### src/logic/zsbt_regs.vh
// Constants shared by the zero substitution bipolar transcoder files.
`ifndef ZSBT_REGS_VH
`define ZSBT_REGS_VH

// Line code selection.
`define ZSBT_MODE_AMI 2'h0
`define ZSBT_MODE_B8 2'h1
`define ZSBT_MODE_B6 2'h2
`define ZSBT_MODE_HDB 2'h3

// Zero run lengths that trigger a substitution.
`define ZSBT_RUN_NONE 4'h0
`define ZSBT_RUN_B8 4'h8
`define ZSBT_RUN_B6 4'h6
`define ZSBT_RUN_HDB 4'h4

// Pipeline depth in bits; equals the fixed latency in accepted bits.
`define ZSBT_DEPTH 8
`define ZSBT_LAST 7

// Symbol codes, {positive rail, negative rail}.
`define ZSBT_SYM_ZERO 2'h0
`define ZSBT_SYM_NEG 2'h1
`define ZSBT_SYM_POS 2'h2

// Received substitution pattern after a positive pulse, newest symbol in
// bits 1:0; B6 uses the low six symbols of the same pattern.
`define ZSBT_PAT_PLUS 16'h0246
`define ZSBT_MASK_B8 16'hffff
`define ZSBT_MASK_B6 16'h0fff

// Buffer slot count on the decoded data path.
`define ZSBT_BUF_SLOTS 2'h2

`endif

### src/logic/zsbt_transcoder.v
// Bipolar line transcoder: AMI, B8ZS, B6ZS and HDB3 encoder and decoder.
// Operation
// - Each one is a pulse of alternating polarity; each zero is the zero level.
// - Two successive pulses of equal polarity count as a bipolar violation.
// - B8ZS mode replaces every run of eight zeros with eight symbols.
// - B8ZS emits 000+-0-+ after positive, 000-+0+- after negative.
// - B8ZS violations sit at the fourth and seventh symbols of the run.
// - B6ZS mode replaces every run of six zeros with six symbols.
// - B6ZS emits 0+-0-+ after positive, 0-+0+- after negative.
// - B6ZS violations sit at the second and fifth symbols of the run.
// - HDB3 replaces every four zeros with a pattern ending in a violation.
// - HDB3 counts ones since last violation; odd gives 000V, even B00V.
// - In 000V the violation repeats the last pulse polarity.
// - In B00V the B opposes the last pulse and V matches B.
// - Encoder output is a positive rail and a negative rail; both low is zero.
// - Decoder turns patterns into zero runs, pulses into ones, zeros into zeros.
// - Decoder flags equal polarity pulse pairs outside a valid pattern.
// - Decoder raises rail error when both input rails are high together on a valid symbol.
`timescale 1ns/1ps
`include "zsbt_regs.vh"

module zsbt_transcoder (
	// Clock and reset
	input wire clk_sys,
	input wire reset,
	// Line code selection, held stable outside reset
	input wire [1:0] mode,
	// Encoder data input
	input wire nrz_in,
	input wire nrz_in_valid,
	// Encoder line output
	output reg positive_rail_out,
	output reg negative_rail_out,
	output reg tx_symbol_valid,
	// Decoder line input
	input wire pos_rail_in,
	input wire neg_rail_in,
	input wire rail_in_valid,
	output wire rail_in_ready,
	// Decoder data output
	output wire nrz_out,
	output wire nrz_out_valid,
	input wire nrz_out_ready,
	// Decoder status
	output reg unexpected_violation_flag,
	output reg rail_error,
	output reg pattern_detected
);

	// Zero run length for the selected code.
	reg [3:0] run_len;
	always @* begin
		case (mode)
		`ZSBT_MODE_B8: run_len = `ZSBT_RUN_B8;
		`ZSBT_MODE_B6: run_len = `ZSBT_RUN_B6;
		`ZSBT_MODE_HDB: run_len = `ZSBT_RUN_HDB;
		default: run_len = `ZSBT_RUN_NONE;
		endcase
	end

	// Encoder pipeline: data bit, substitution position and valid per entry.
	reg [`ZSBT_LAST:0] enc_bit_r;
	reg [`ZSBT_LAST:0] enc_vld_r;
	reg [4*`ZSBT_DEPTH-1:0] enc_tag_r;
	wire [`ZSBT_LAST:0] enc_bit_nxt;
	wire [`ZSBT_LAST:0] enc_vld_nxt;
	wire [4*`ZSBT_DEPTH-1:0] enc_tag_nxt;
	reg [3:0] zero_cnt_r;
	wire [3:0] zero_cnt_inc;
	wire enc_mark;

	assign zero_cnt_inc = zero_cnt_r + 4'h1;
	// A run is complete when the new zero brings the count to the run length.
	assign enc_mark = (run_len != `ZSBT_RUN_NONE) & ~nrz_in &
		(zero_cnt_inc == run_len);

	genvar gi;
	generate
		for (gi = 0; gi < `ZSBT_DEPTH; gi = gi + 1) begin : g_enc
			wire [3:0] pos_in_run;
			assign pos_in_run = run_len - gi[3:0];
			if (gi == 0) begin : g_head
				assign enc_bit_nxt[gi] = nrz_in;
				assign enc_vld_nxt[gi] = 1'b1;
				assign enc_tag_nxt[3:0] = enc_mark ? pos_in_run : 4'h0;
			end else begin : g_tail
				assign enc_bit_nxt[gi] = enc_bit_r[gi-1];
				assign enc_vld_nxt[gi] = enc_vld_r[gi-1];
				// Entries inside the completed run take their pattern position.
				assign enc_tag_nxt[4*gi+3:4*gi] =
					(enc_mark && (gi[3:0] < run_len)) ? pos_in_run :
					enc_tag_r[4*gi-1:4*gi-4];
			end
		end
	endgenerate

	// Encoder output stage on the oldest entry.
	reg pol_r;
	reg par_r;
	reg pat_pol_r;
	reg pat_even_r;
	reg [1:0] tx_sym;
	reg pol_nxt;
	reg par_nxt;
	reg ref_pol;
	reg ref_even;
	reg [1:0] sym_same;
	reg [1:0] sym_opp;
	wire [3:0] out_tag;
	wire out_bit;

	assign out_tag = enc_tag_r[4*`ZSBT_DEPTH-1:4*`ZSBT_DEPTH-4];
	assign out_bit = enc_bit_r[`ZSBT_LAST];

	always @* begin
		// Pattern reference is the polarity and parity seen at its first symbol.
		ref_pol = (out_tag == 4'h1) ? pol_r : pat_pol_r;
		ref_even = (out_tag == 4'h1) ? ~par_r : pat_even_r;
		sym_same = ref_pol ? `ZSBT_SYM_POS : `ZSBT_SYM_NEG;
		sym_opp = ref_pol ? `ZSBT_SYM_NEG : `ZSBT_SYM_POS;
		tx_sym = `ZSBT_SYM_ZERO;
		par_nxt = par_r;
		if (out_tag == 4'h0) begin
			if (out_bit) begin
				tx_sym = pol_r ? `ZSBT_SYM_NEG : `ZSBT_SYM_POS;
				par_nxt = ~par_r;
			end
		end else begin
			case (mode)
			`ZSBT_MODE_B8: begin
				case (out_tag)
				4'h4: tx_sym = sym_same;
				4'h5: tx_sym = sym_opp;
				4'h7: tx_sym = sym_opp;
				4'h8: tx_sym = sym_same;
				default: tx_sym = `ZSBT_SYM_ZERO;
				endcase
			end
			`ZSBT_MODE_B6: begin
				case (out_tag)
				4'h2: tx_sym = sym_same;
				4'h3: tx_sym = sym_opp;
				4'h5: tx_sym = sym_opp;
				4'h6: tx_sym = sym_same;
				default: tx_sym = `ZSBT_SYM_ZERO;
				endcase
			end
			`ZSBT_MODE_HDB: begin
				case (out_tag)
				4'h1: tx_sym = ref_even ? sym_opp : `ZSBT_SYM_ZERO;
				4'h4: begin
					tx_sym = ref_even ? sym_opp : sym_same;
					par_nxt = 1'b0;
				end
				default: tx_sym = `ZSBT_SYM_ZERO;
				endcase
			end
			default: tx_sym = `ZSBT_SYM_ZERO;
			endcase
		end
		// Every emitted pulse updates the last polarity, violations included.
		pol_nxt = (tx_sym == `ZSBT_SYM_ZERO) ? pol_r :
			(tx_sym == `ZSBT_SYM_POS);
	end

	always @(posedge clk_sys or posedge reset) begin
		if (reset) begin
			enc_bit_r <= {`ZSBT_DEPTH{1'b0}};
			enc_vld_r <= {`ZSBT_DEPTH{1'b0}};
			enc_tag_r <= {4*`ZSBT_DEPTH{1'b0}};
			zero_cnt_r <= 4'h0;
			pol_r <= 1'b0;
			par_r <= 1'b0;
			pat_pol_r <= 1'b0;
			pat_even_r <= 1'b0;
			positive_rail_out <= 1'b0;
			negative_rail_out <= 1'b0;
			tx_symbol_valid <= 1'b0;
		end else begin
			tx_symbol_valid <= nrz_in_valid & enc_vld_r[`ZSBT_LAST];
			if (nrz_in_valid) begin
				enc_bit_r <= enc_bit_nxt;
				enc_vld_r <= enc_vld_nxt;
				enc_tag_r <= enc_tag_nxt;
				zero_cnt_r <= (nrz_in | enc_mark) ? 4'h0 : zero_cnt_inc;
				if (enc_vld_r[`ZSBT_LAST]) begin
					positive_rail_out <= tx_sym[1];
					negative_rail_out <= tx_sym[0];
					pol_r <= pol_nxt;
					par_r <= par_nxt;
					if (out_tag == 4'h1) begin
						pat_pol_r <= pol_r;
						pat_even_r <= ~par_r;
					end
				end
			end
		end
	end

	// Decoder pipeline: received symbol, zero override, violation, valid.
	reg [2*`ZSBT_DEPTH-1:0] dec_sym_r;
	reg [`ZSBT_LAST:0] dec_zero_r;
	reg [`ZSBT_LAST:0] dec_viol_r;
	reg [`ZSBT_LAST:0] dec_vld_r;
	wire [2*`ZSBT_DEPTH-1:0] dec_sym_nxt;
	wire [`ZSBT_LAST:0] dec_zero_nxt;
	wire [`ZSBT_LAST:0] dec_viol_nxt;
	wire [`ZSBT_LAST:0] dec_vld_nxt;
	reg rx_pol_r;
	reg rx_seen_r;
	wire [1:0] rx_sym;
	wire rx_pulse;
	wire rx_viol;
	wire dec_adv;
	wire buf_ready;
	wire [15:0] pat_minus;
	wire [15:0] pat_mask;
	wire match_fixed;
	wire match_hdb;
	wire dec_match;

	assign dec_adv = rail_in_valid & buf_ready;
	// A both-rails symbol is an error and enters the pipeline as a zero.
	assign rx_sym = (pos_rail_in & neg_rail_in) ? `ZSBT_SYM_ZERO :
		{pos_rail_in, neg_rail_in};
	assign rx_pulse = (rx_sym != `ZSBT_SYM_ZERO);
	assign rx_viol = rx_pulse & rx_seen_r &
		(rx_sym[1] == rx_pol_r);
	assign dec_sym_nxt = {dec_sym_r[2*`ZSBT_DEPTH-3:0], rx_sym};

	assign pat_minus = ((`ZSBT_PAT_PLUS & 16'haaaa) >> 1) |
		((`ZSBT_PAT_PLUS & 16'h5555) << 1);
	assign pat_mask = (mode == `ZSBT_MODE_B8) ? `ZSBT_MASK_B8 : `ZSBT_MASK_B6;
	assign match_fixed = ((mode == `ZSBT_MODE_B8) ||
		(mode == `ZSBT_MODE_B6)) &&
		(((dec_sym_nxt & pat_mask) == `ZSBT_PAT_PLUS) ||
		((dec_sym_nxt & pat_mask) == pat_minus));
	assign match_hdb = (mode == `ZSBT_MODE_HDB) && rx_viol &&
		(dec_sym_nxt[3:2] == `ZSBT_SYM_ZERO) &&
		(dec_sym_nxt[5:4] == `ZSBT_SYM_ZERO) &&
		((dec_sym_nxt[7:6] == `ZSBT_SYM_ZERO) ||
		(dec_sym_nxt[7:6] == rx_sym));
	assign dec_match = match_fixed | match_hdb;

	generate
		for (gi = 0; gi < `ZSBT_DEPTH; gi = gi + 1) begin : g_dec
			if (gi == 0) begin : g_head
				assign dec_zero_nxt[gi] = dec_match;
				assign dec_viol_nxt[gi] = rx_viol;
				assign dec_vld_nxt[gi] = 1'b1;
			end else begin : g_tail
				// Symbols inside a recognised pattern decode as zeros.
				assign dec_zero_nxt[gi] = (dec_match &&
					(gi[3:0] < run_len)) | dec_zero_r[gi-1];
				assign dec_viol_nxt[gi] = dec_viol_r[gi-1];
				assign dec_vld_nxt[gi] = dec_vld_r[gi-1];
			end
		end
	endgenerate

	wire dec_push;
	wire dec_bit;

	assign dec_push = dec_adv & dec_vld_r[`ZSBT_LAST];
	assign dec_bit = (dec_sym_r[2*`ZSBT_DEPTH-1:2*`ZSBT_DEPTH-2] !=
		`ZSBT_SYM_ZERO) & ~dec_zero_r[`ZSBT_LAST];

	always @(posedge clk_sys or posedge reset) begin
		if (reset) begin
			dec_sym_r <= {2*`ZSBT_DEPTH{1'b0}};
			dec_zero_r <= {`ZSBT_DEPTH{1'b0}};
			dec_viol_r <= {`ZSBT_DEPTH{1'b0}};
			dec_vld_r <= {`ZSBT_DEPTH{1'b0}};
			rx_pol_r <= 1'b0;
			rx_seen_r <= 1'b0;
			unexpected_violation_flag <= 1'b0;
			rail_error <= 1'b0;
			pattern_detected <= 1'b0;
		end else begin
			rail_error <= rail_in_valid & pos_rail_in & neg_rail_in;
			pattern_detected <= dec_adv & dec_match;
			// Violations are judged once every pattern has had time to match.
			unexpected_violation_flag <= dec_push &
				dec_viol_r[`ZSBT_LAST] & ~dec_zero_r[`ZSBT_LAST];
			if (dec_adv) begin
				dec_sym_r <= dec_sym_nxt;
				dec_zero_r <= dec_zero_nxt;
				dec_viol_r <= dec_viol_nxt;
				dec_vld_r <= dec_vld_nxt;
				if (rx_pulse) begin
					rx_pol_r <= rx_sym[1];
					rx_seen_r <= 1'b1;
				end
			end
		end
	end

	// The buffer absorbs receiver stalls; when full it stalls the line input.
	zsbt_buf #(
		.WIDTH(1)
	) u_buf (
		.clk_sys(clk_sys),
		.reset(reset),
		.in_valid(dec_push),
		.in_ready(buf_ready),
		.in_data(dec_bit),
		.out_valid(nrz_out_valid),
		.out_ready(nrz_out_ready),
		.out_data(nrz_out)
	);

	assign rail_in_ready = buf_ready;

endmodule // zsbt_transcoder

### src/logic/zsbt_buf.v
// Two-entry valid/ready buffer on the decoded data path.
`timescale 1ns/1ps
`include "zsbt_regs.vh"

module zsbt_buf #(
	parameter WIDTH = 2
) (
	// Clock and reset
	input wire clk_sys,
	input wire reset,
	// Fill side
	input wire in_valid,
	output reg in_ready,
	input wire [WIDTH-1:0] in_data,
	// Drain side
	output reg out_valid,
	input wire out_ready,
	output reg [WIDTH-1:0] out_data
);

	reg [1:0] cnt_r;
	reg [1:0] cnt_nxt;
	reg [WIDTH-1:0] slot1_r;
	wire push;
	wire pop;

	assign push = in_valid & in_ready;
	assign pop = out_valid & out_ready;

	always @* begin
		cnt_nxt = cnt_r;
		if (push & ~pop)
			cnt_nxt = cnt_r + 2'h1;
		else if (pop & ~push)
			cnt_nxt = cnt_r - 2'h1;
	end

	// Slot 0 is always the head so the output data come from a register.
	always @(posedge clk_sys or posedge reset) begin
		if (reset) begin
			cnt_r <= 2'h0;
			in_ready <= 1'b1;
			out_valid <= 1'b0;
			out_data <= {WIDTH{1'b0}};
			slot1_r <= {WIDTH{1'b0}};
		end else begin
			cnt_r <= cnt_nxt;
			in_ready <= (cnt_nxt != `ZSBT_BUF_SLOTS);
			out_valid <= (cnt_nxt != 2'h0);
			if (pop) begin
				if (cnt_r == `ZSBT_BUF_SLOTS)
					out_data <= slot1_r;
				else
					out_data <= in_data;
				if (push)
					slot1_r <= in_data;
			end else if (push) begin
				if (cnt_r == 2'h0)
					out_data <= in_data;
				else
					slot1_r <= in_data;
			end
		end
	end

endmodule // zsbt_buf

### config.mk
export PLATFORM = sky130hd
export DESIGN_NAME = zsbt_transcoder
export DESIGN_NICKNAME = d
export VERILOG_FILES = /design/src/logic/zsbt_transcoder.v /design/src/logic/zsbt_buf.v
export VERILOG_INCLUDE_DIRS = /design/src /design/src/logic
export SDC_FILE = /design/constraint.sdc
export NUM_CORES = 1
export LEC_CHECK = 0
export BUFFER_PORTS_ARGS = -buffer_cell sky130_fd_sc_hd__buf_2
export CORE_UTILIZATION = 40
export DETAILED_ROUTE_END_ITERATION = 8
export REMOVE_ABC_BUFFERS = 1
export SYNTH_ARGS = -nofsm -noshare
export SYNTH_HDL_FRONTEND = slang
export SYNTH_SLANG_ARGS = --single-unit
### constraint.sdc
create_clock -name clk_sys -period 7.9 [get_ports clk_sys]
set_clock_uncertainty 0.2 [all_clocks]
set_input_delay 0.395 -clock clk_sys [delete_from_list [all_inputs] [get_ports clk_sys]]
set_output_delay 0.395 -clock clk_sys [all_outputs]
set_load 0.005 [all_outputs]
== Word level (Yosys, flattened, before mapping) ==
Cells that the tools add are included.
W data, S select, Z words.

* Input bits: 10
* Bits in registers: 110
* Word-level logic and storage cells: 182

* Bitwise gates (word level): 34
* Order comparisons: 7
* Reduce and logical (&&, ||, !) cells: 46
* $add $sub $neg: 10
* Equal/unequal tests: 21
* Muxes and demuxes: 39

{| class="wikitable"
|+ Operator list
! cell !! count
|-
| $mux W4 || 9
|-
| $mux W2 || 10
|-
| $logic_and A1 B1 Y1 || 19
|-
| $and A1 B1 Y1 || 18
|-
| $and A16 B16 Y16 || 1
|-
| $eq A16 B10 Y1 const B || 1
|-
| $eq A16 B9 Y1 const B || 1
|-
| $eq A4 B3 Y1 const B || 4
|-
| $lt A3 B4 Y1 const A || 4
|-
| $mux W16 || 1
|-
| $sub A4 B3 Y4 const B || 4
|-
| $mux W1 || 14
|-
| $reduce_bool A2 Y1 || 7
|-
| $pmux W2 S2 || 3
|-
| $pmux W4 S3 || 1
|-
| $logic_not A2 Y1 || 5
|-
| $or A1 B1 Y1 || 9
|-
| $eq A2 B2 Y1 const B || 4
|-
| $eq A4 B2 Y1 const B || 2
|-
| $lt A2 B4 Y1 const A || 2
|-
| $reduce_and A2 Y1 || 4
|-
| $reduce_or A2 Y1 || 4
|-
| $sub A4 B2 Y4 const B || 2
|-
| $not A1 Y1 || 6
|-
| other kinds (19) || 22
|}

== Logic depth before layout (Yosys ltp) ==
* Depth after elaboration: 12
* Gate-level depth with buffers: 11
* Depth with buffers taken out: 10

== Hierarchy ==
From an unflattened synthesis, not the netlist that was laid out.

* Cell total of the unflattened synthesis: 525
* Area total of the unflattened synthesis: 5151.2 µm²

{| class="wikitable"
|+ By module, submodules not included
! module !! sequential area each (µm²) !! area an instance (µm²) !! times used !! cells an instance
|-
| zsbt_transcoder || 2577.5 || 4802.1 || 1 || 489
|-
| zsbt_buf || 151.4 || 349.1 || 1 || 36
|}

== Worst setup path before layout ==
OpenSTA, ideal clock, no wires.

* Path kind: register -> register
* Start: register enc_tag_r[31]
* End: register pol_r
* Slack: 5358 ps
* Path buffers: 1
* Stages on the path, launching flop included: 12
* Arrival time: 2241 ps
* Period minus slack after synthesis: 2542 ps
* Setup time: 101 ps
* Cells stage by stage: dfrtp_1 -> buf_2 -> nor4b_2 -> nor2_1 -> a21oi_1 -> inv_1 -> ha_1 -> nor2_1 -> a31oi_1 -> o21bai_1 -> o221a_2 -> nor4_1

* Cells in the longest elaborated chain, start to end: 10
* Elaborated cells on any way between the ends: 28

{| class="wikitable"
|+ RTL lines
! element !! RTL line !! RTL
|-
| from (decl) || zsbt_transcoder.v:64 || <nowiki>reg [4*`ZSBT_DEPTH-1:0] enc_tag_r;</nowiki>
|-
| from (signal assigned) || zsbt_transcoder.v:170 || <nowiki>enc_tag_r <= {4*`ZSBT_DEPTH{1'b0}};</nowiki>
|-
| from (signal assigned) || zsbt_transcoder.v:184 || <nowiki>enc_tag_r <= enc_tag_nxt;</nowiki>
|-
| $eq A4 B1 Y1 || zsbt_transcoder.v:117, zsbt_transcoder.v:118, zsbt_transcoder.v:149 ||
|-
| $mux W1 || - ||
|-
| $mux W2 (no line) || - ||
|-
| $mux W2 (on tied branches) || - ||
|-
| $pmux W2 S2 || zsbt_transcoder.v:149 || <nowiki>case (out_tag)</nowiki>
|-
| $pmux W2 S3 || zsbt_transcoder.v:129 || <nowiki>case (mode)</nowiki>
|-
| $mux W2 * || zsbt_transcoder.v:123 || <nowiki>if (out_tag == 4'h0) begin</nowiki>
|-
| $logic_not A2 Y1 (no line) || - ||
|-
| $not A1 Y1 (no line) || - ||
|-
| $reduce_and A3 Y1 (no line) || - ||
|-
| to (signal assigned) || zsbt_transcoder.v:189 || <nowiki>pol_r <= pol_nxt;</nowiki>
|-
| to (decl) || zsbt_transcoder.v:98 || <nowiki>reg pol_r;</nowiki>
|}

Mark *: on every way between the ends. The rest lies on a longest branch, timed or not.
A chain may end at the register's enable or synchronous reset.

== Worst setup path after layout ==
* Start: register enc_tag_r[28]
* End: register pol_r

The elaborated chain is that of the path after synthesis.

==> run metrics <==
CORE AREA=0.0121 mm2; Starting DRT DRC Count=178; Final Non-Filler Cells=617; RSZ-0062 raised after global routing=no; RD Place Congestion=0.801; Vias/cell=5.04; Pre-antenna DRT Iters=4; Synth Instances=435; Synth Warn #=0; final slew viol count=0; setup TNS=0 ns; number of synthesized register bits=109; Root Buffer=clkbuf_16; predominant post-synthesis flop cell=dfrtp_1; kind of critical path=register to register; post-layout minimum cycle time=2.77 ns; max frequency=362 MHz; gr ovfl total=0; area of the multi-input gates=0.00209 mm2; CP arrival=2.81 ns; drt total wl=8200 um; status=completed; CP Max Fanout=13; part of the cycle the worst path needs=0.350; detailed-route via count=3,109; max-cap viol count=0; commonest cells in the netlist=108 x dfrtp_1, 50 x mux2_2, 36 x nor2_1, 28 x inv_1, 23 x o21ai_0; Initial Utilization=0.415; share of layout cells above drive strength 1=0.225; Sink Count=109; Die W=114 um; EDFF count, synth=0; pre-CTS setup slack=5.13 ns; fill cell count=1,138; share of the synthesized area in the top cell type=0.538; setup repair bufs after CTS=0; final hold slack=0.130 ns; Setup WS post-layout=5.13 ns; # H-tree levels=3; Crit path required time=7.94 ns; area leader, netlist=dfrtp_1; FP Rows=40; Worst setup SP type=register; maximum vdd ir drop=0.155 mV; Ports=19; syn avg cell area=11.5 um2; Synth async-reset ratio=1.00; first-pass GRT wire length=14,300 um; Die ar.=0.0130 mm2; DRC=0; PD cells=289 mW/mm2; leakage=0.00258 uW; pin count of the biggest net entering global routing=85; final-report setup violation count=0; WHS Path Cells=2; Port Buffers=18; Routed Antenna Nets=0; initial antenna violation count=0; DP Area=0.00525 mm2; TritonCTS Buffers=9; PostCTS Resize Cnt=0; DPL Wire Length=5470 um; r2r worst-path depth=10; final design area excluding fillers=0.00561 mm2; Slew HR=0.396; Tightest Hold Check Type=input pin to register; synthesis-to-layout area growth=11.6%; cell with the most instances after synthesis=dfrtp_1; die height=114 um; Reg area=0.00273 mm2; number of global-route vias before repair=3,100; worst-margin pin slew=0.905 ns; DP Cell Count=602; Fin. Hold Viols=0; clk buf depth=2; Worst-path clk slew=0.07 ns; Global Route Usage Sum=0.141; unique cell type count in the Yosys netlist=54; WL per Instance=13.3 um; post-synthesis sequential area ratio=0.543; antenna diode count=0; Clk Latency, worst-skew pair=0.34 ns; nets@finish=469; mapped cell area=0.00502 mm2; TritonCTS clock tree=yes; Critical Path Sink Type=register; Area contributors post-synth=dfrtp_1 54%, mux2_2 11%, mux2i_1 4.4%
-- final timing paths --
path | slack (ns) | startpoint | end
setup / recovery | 5.13 | enc_tag_r[28]$_DFFE_PP0P_ | pol_r$_DFFE_PP0P_
hold / removal | 0.13 | neg_rail_in | rail_error$_DFF_PP0_
setup reg to reg | 5.13 | enc_tag_r[28]$_DFFE_PP0P_ | pol_r$_DFFE_PP0P_
hold reg to reg | 0.26 | enc_vld_r[0]$_DFFE_PP0P_ | enc_vld_r[0]$_DFFE_PP0P_
max in group asynchronous | 5.83 | reset | enc_tag_r[6]$_DFFE_PP0P_
min in group asynchronous | 0.42 | reset | dec_vld_r[7]$_DFFE_PP0P_
-- repair_timing --
| item | in CTS | in global routing |
|---|---|---|
| endpoints found under the setup margin | 0 | 0 |
| hold endpoints to repair | 35 | 0 |
| hold buffers | 1 | 0 |
-- cell families (layout without fill, tap and decap cells) --
family | count (synthesis) | count (layout) | share of synthesized area
AOI/OAI and AO/OA | 73 | 73 | 0.0905
adders and majority gates | 13 | 13 | 0.0324
xor gates and xnor gates | 9 | 9 | 0.0214
buffers and inverters | 50 | 64 | 0.0411
DFF | 109 | 109 | 0.543
and+or+nand+nor | 109 | 109 | 0.115
muxes | 72 | 72 | 0.156
-- worst max-delay path, cell delays in order (launching register included) --
cell,delay (ns)
dfrtp_1,0.55
nor4b_2,0.45
nor2_1,0.07
a21oi_1,0.22
inv_1,0.07
ha_1,0.28
nor2_1,0.04
a31oi_1,0.15
o21bai_1,0.09
o221a_2,0.30
nor4_1,0.26
-- metal layers --
layer / global-route usage / share of wire / vias to the layer above
met5: 0 / 0 / -
met4: 0.0424 / 0.016 / 0
met3: 0.0468 / 0.027 / 12
met2: 0.232 / 0.48 / 37
met1: 0.177 / 0.48 / 1518
li1: - / - / 1542
-- per-stage QoR --
stage | power (uW) | util
2_1_floorplan | 1020 | -
3_3_place_gp | 1100 | 0.433
3_5_place_dp | 1110 | 0.433
4_1_cts | 1650 | 0.463
5_1_grt | 1730 | 0.463
6_report | 1620 | 0.463
-- power by group --
part / internal (uW) / switching (uW)
registers: 682 / 83.3
logic: 176 / 156
clock network: 338 / 188
total: 1200 / 426
-- area by class of cell --
| type | count | share of cell area |
|---|---|---|
| tap | 168 | 0.0375 |
| multi-input combinational | 276 | 0.372 |
| clock buffer | 9 | 0.0402 |
| inverter | 28 | 0.0192 |
| timing repair buffer | 22 | 0.0219 |
| clock inverter | 5 | 0.0223 |
| sequential | 109 | 0.487 |
-- cells in the final DEF (no fill, tap or decap), types with 3 or more instances in the layout --
| cell | Yosys | layout |
|---|---|---|
| mux2_2 | 50 | 50 |
| or2_2 | 3 | 3 |
| nor3b_1 | 4 | 4 |
| nor3_1 | 3 | 3 |
| nand2b_1 | 5 | 5 |
| a31oi_1 | 10 | 10 |
| buf_4 | 0 | 3 |
| ha_1 | 13 | 13 |
| clkbuf_16 | 0 | 9 |
| o21ai_0 | 23 | 23 |
| a21oi_1 | 18 | 18 |
| nand2_1 | 17 | 17 |
| nand3_1 | 18 | 18 |
| buf_2 | 3 | 18 |
| mux2i_1 | 22 | 22 |
| nor2_1 | 36 | 36 |
| inv_1 | 28 | 27 |
| dfrtp_1 | 108 | 108 |
| bufinv_16 | 0 | 4 |
| nor4_1 | 3 | 3 |
| and3_1 | 4 | 4 |
| xnor2_1 | 5 | 5 |
-- flip-flops by register name, indices dropped and copies added, names as in the netlist, 2 cells and up --
register	cells
enc_tag_r	31
dec_vld_r	8
dec_viol_r	8
enc_vld_r	8
u_buf.cnt_r	2
dec_zero_r	8
enc_bit_r	8
zero_cnt_r	4
dec_sym_r	16
(Power assumes the default switching activity.)
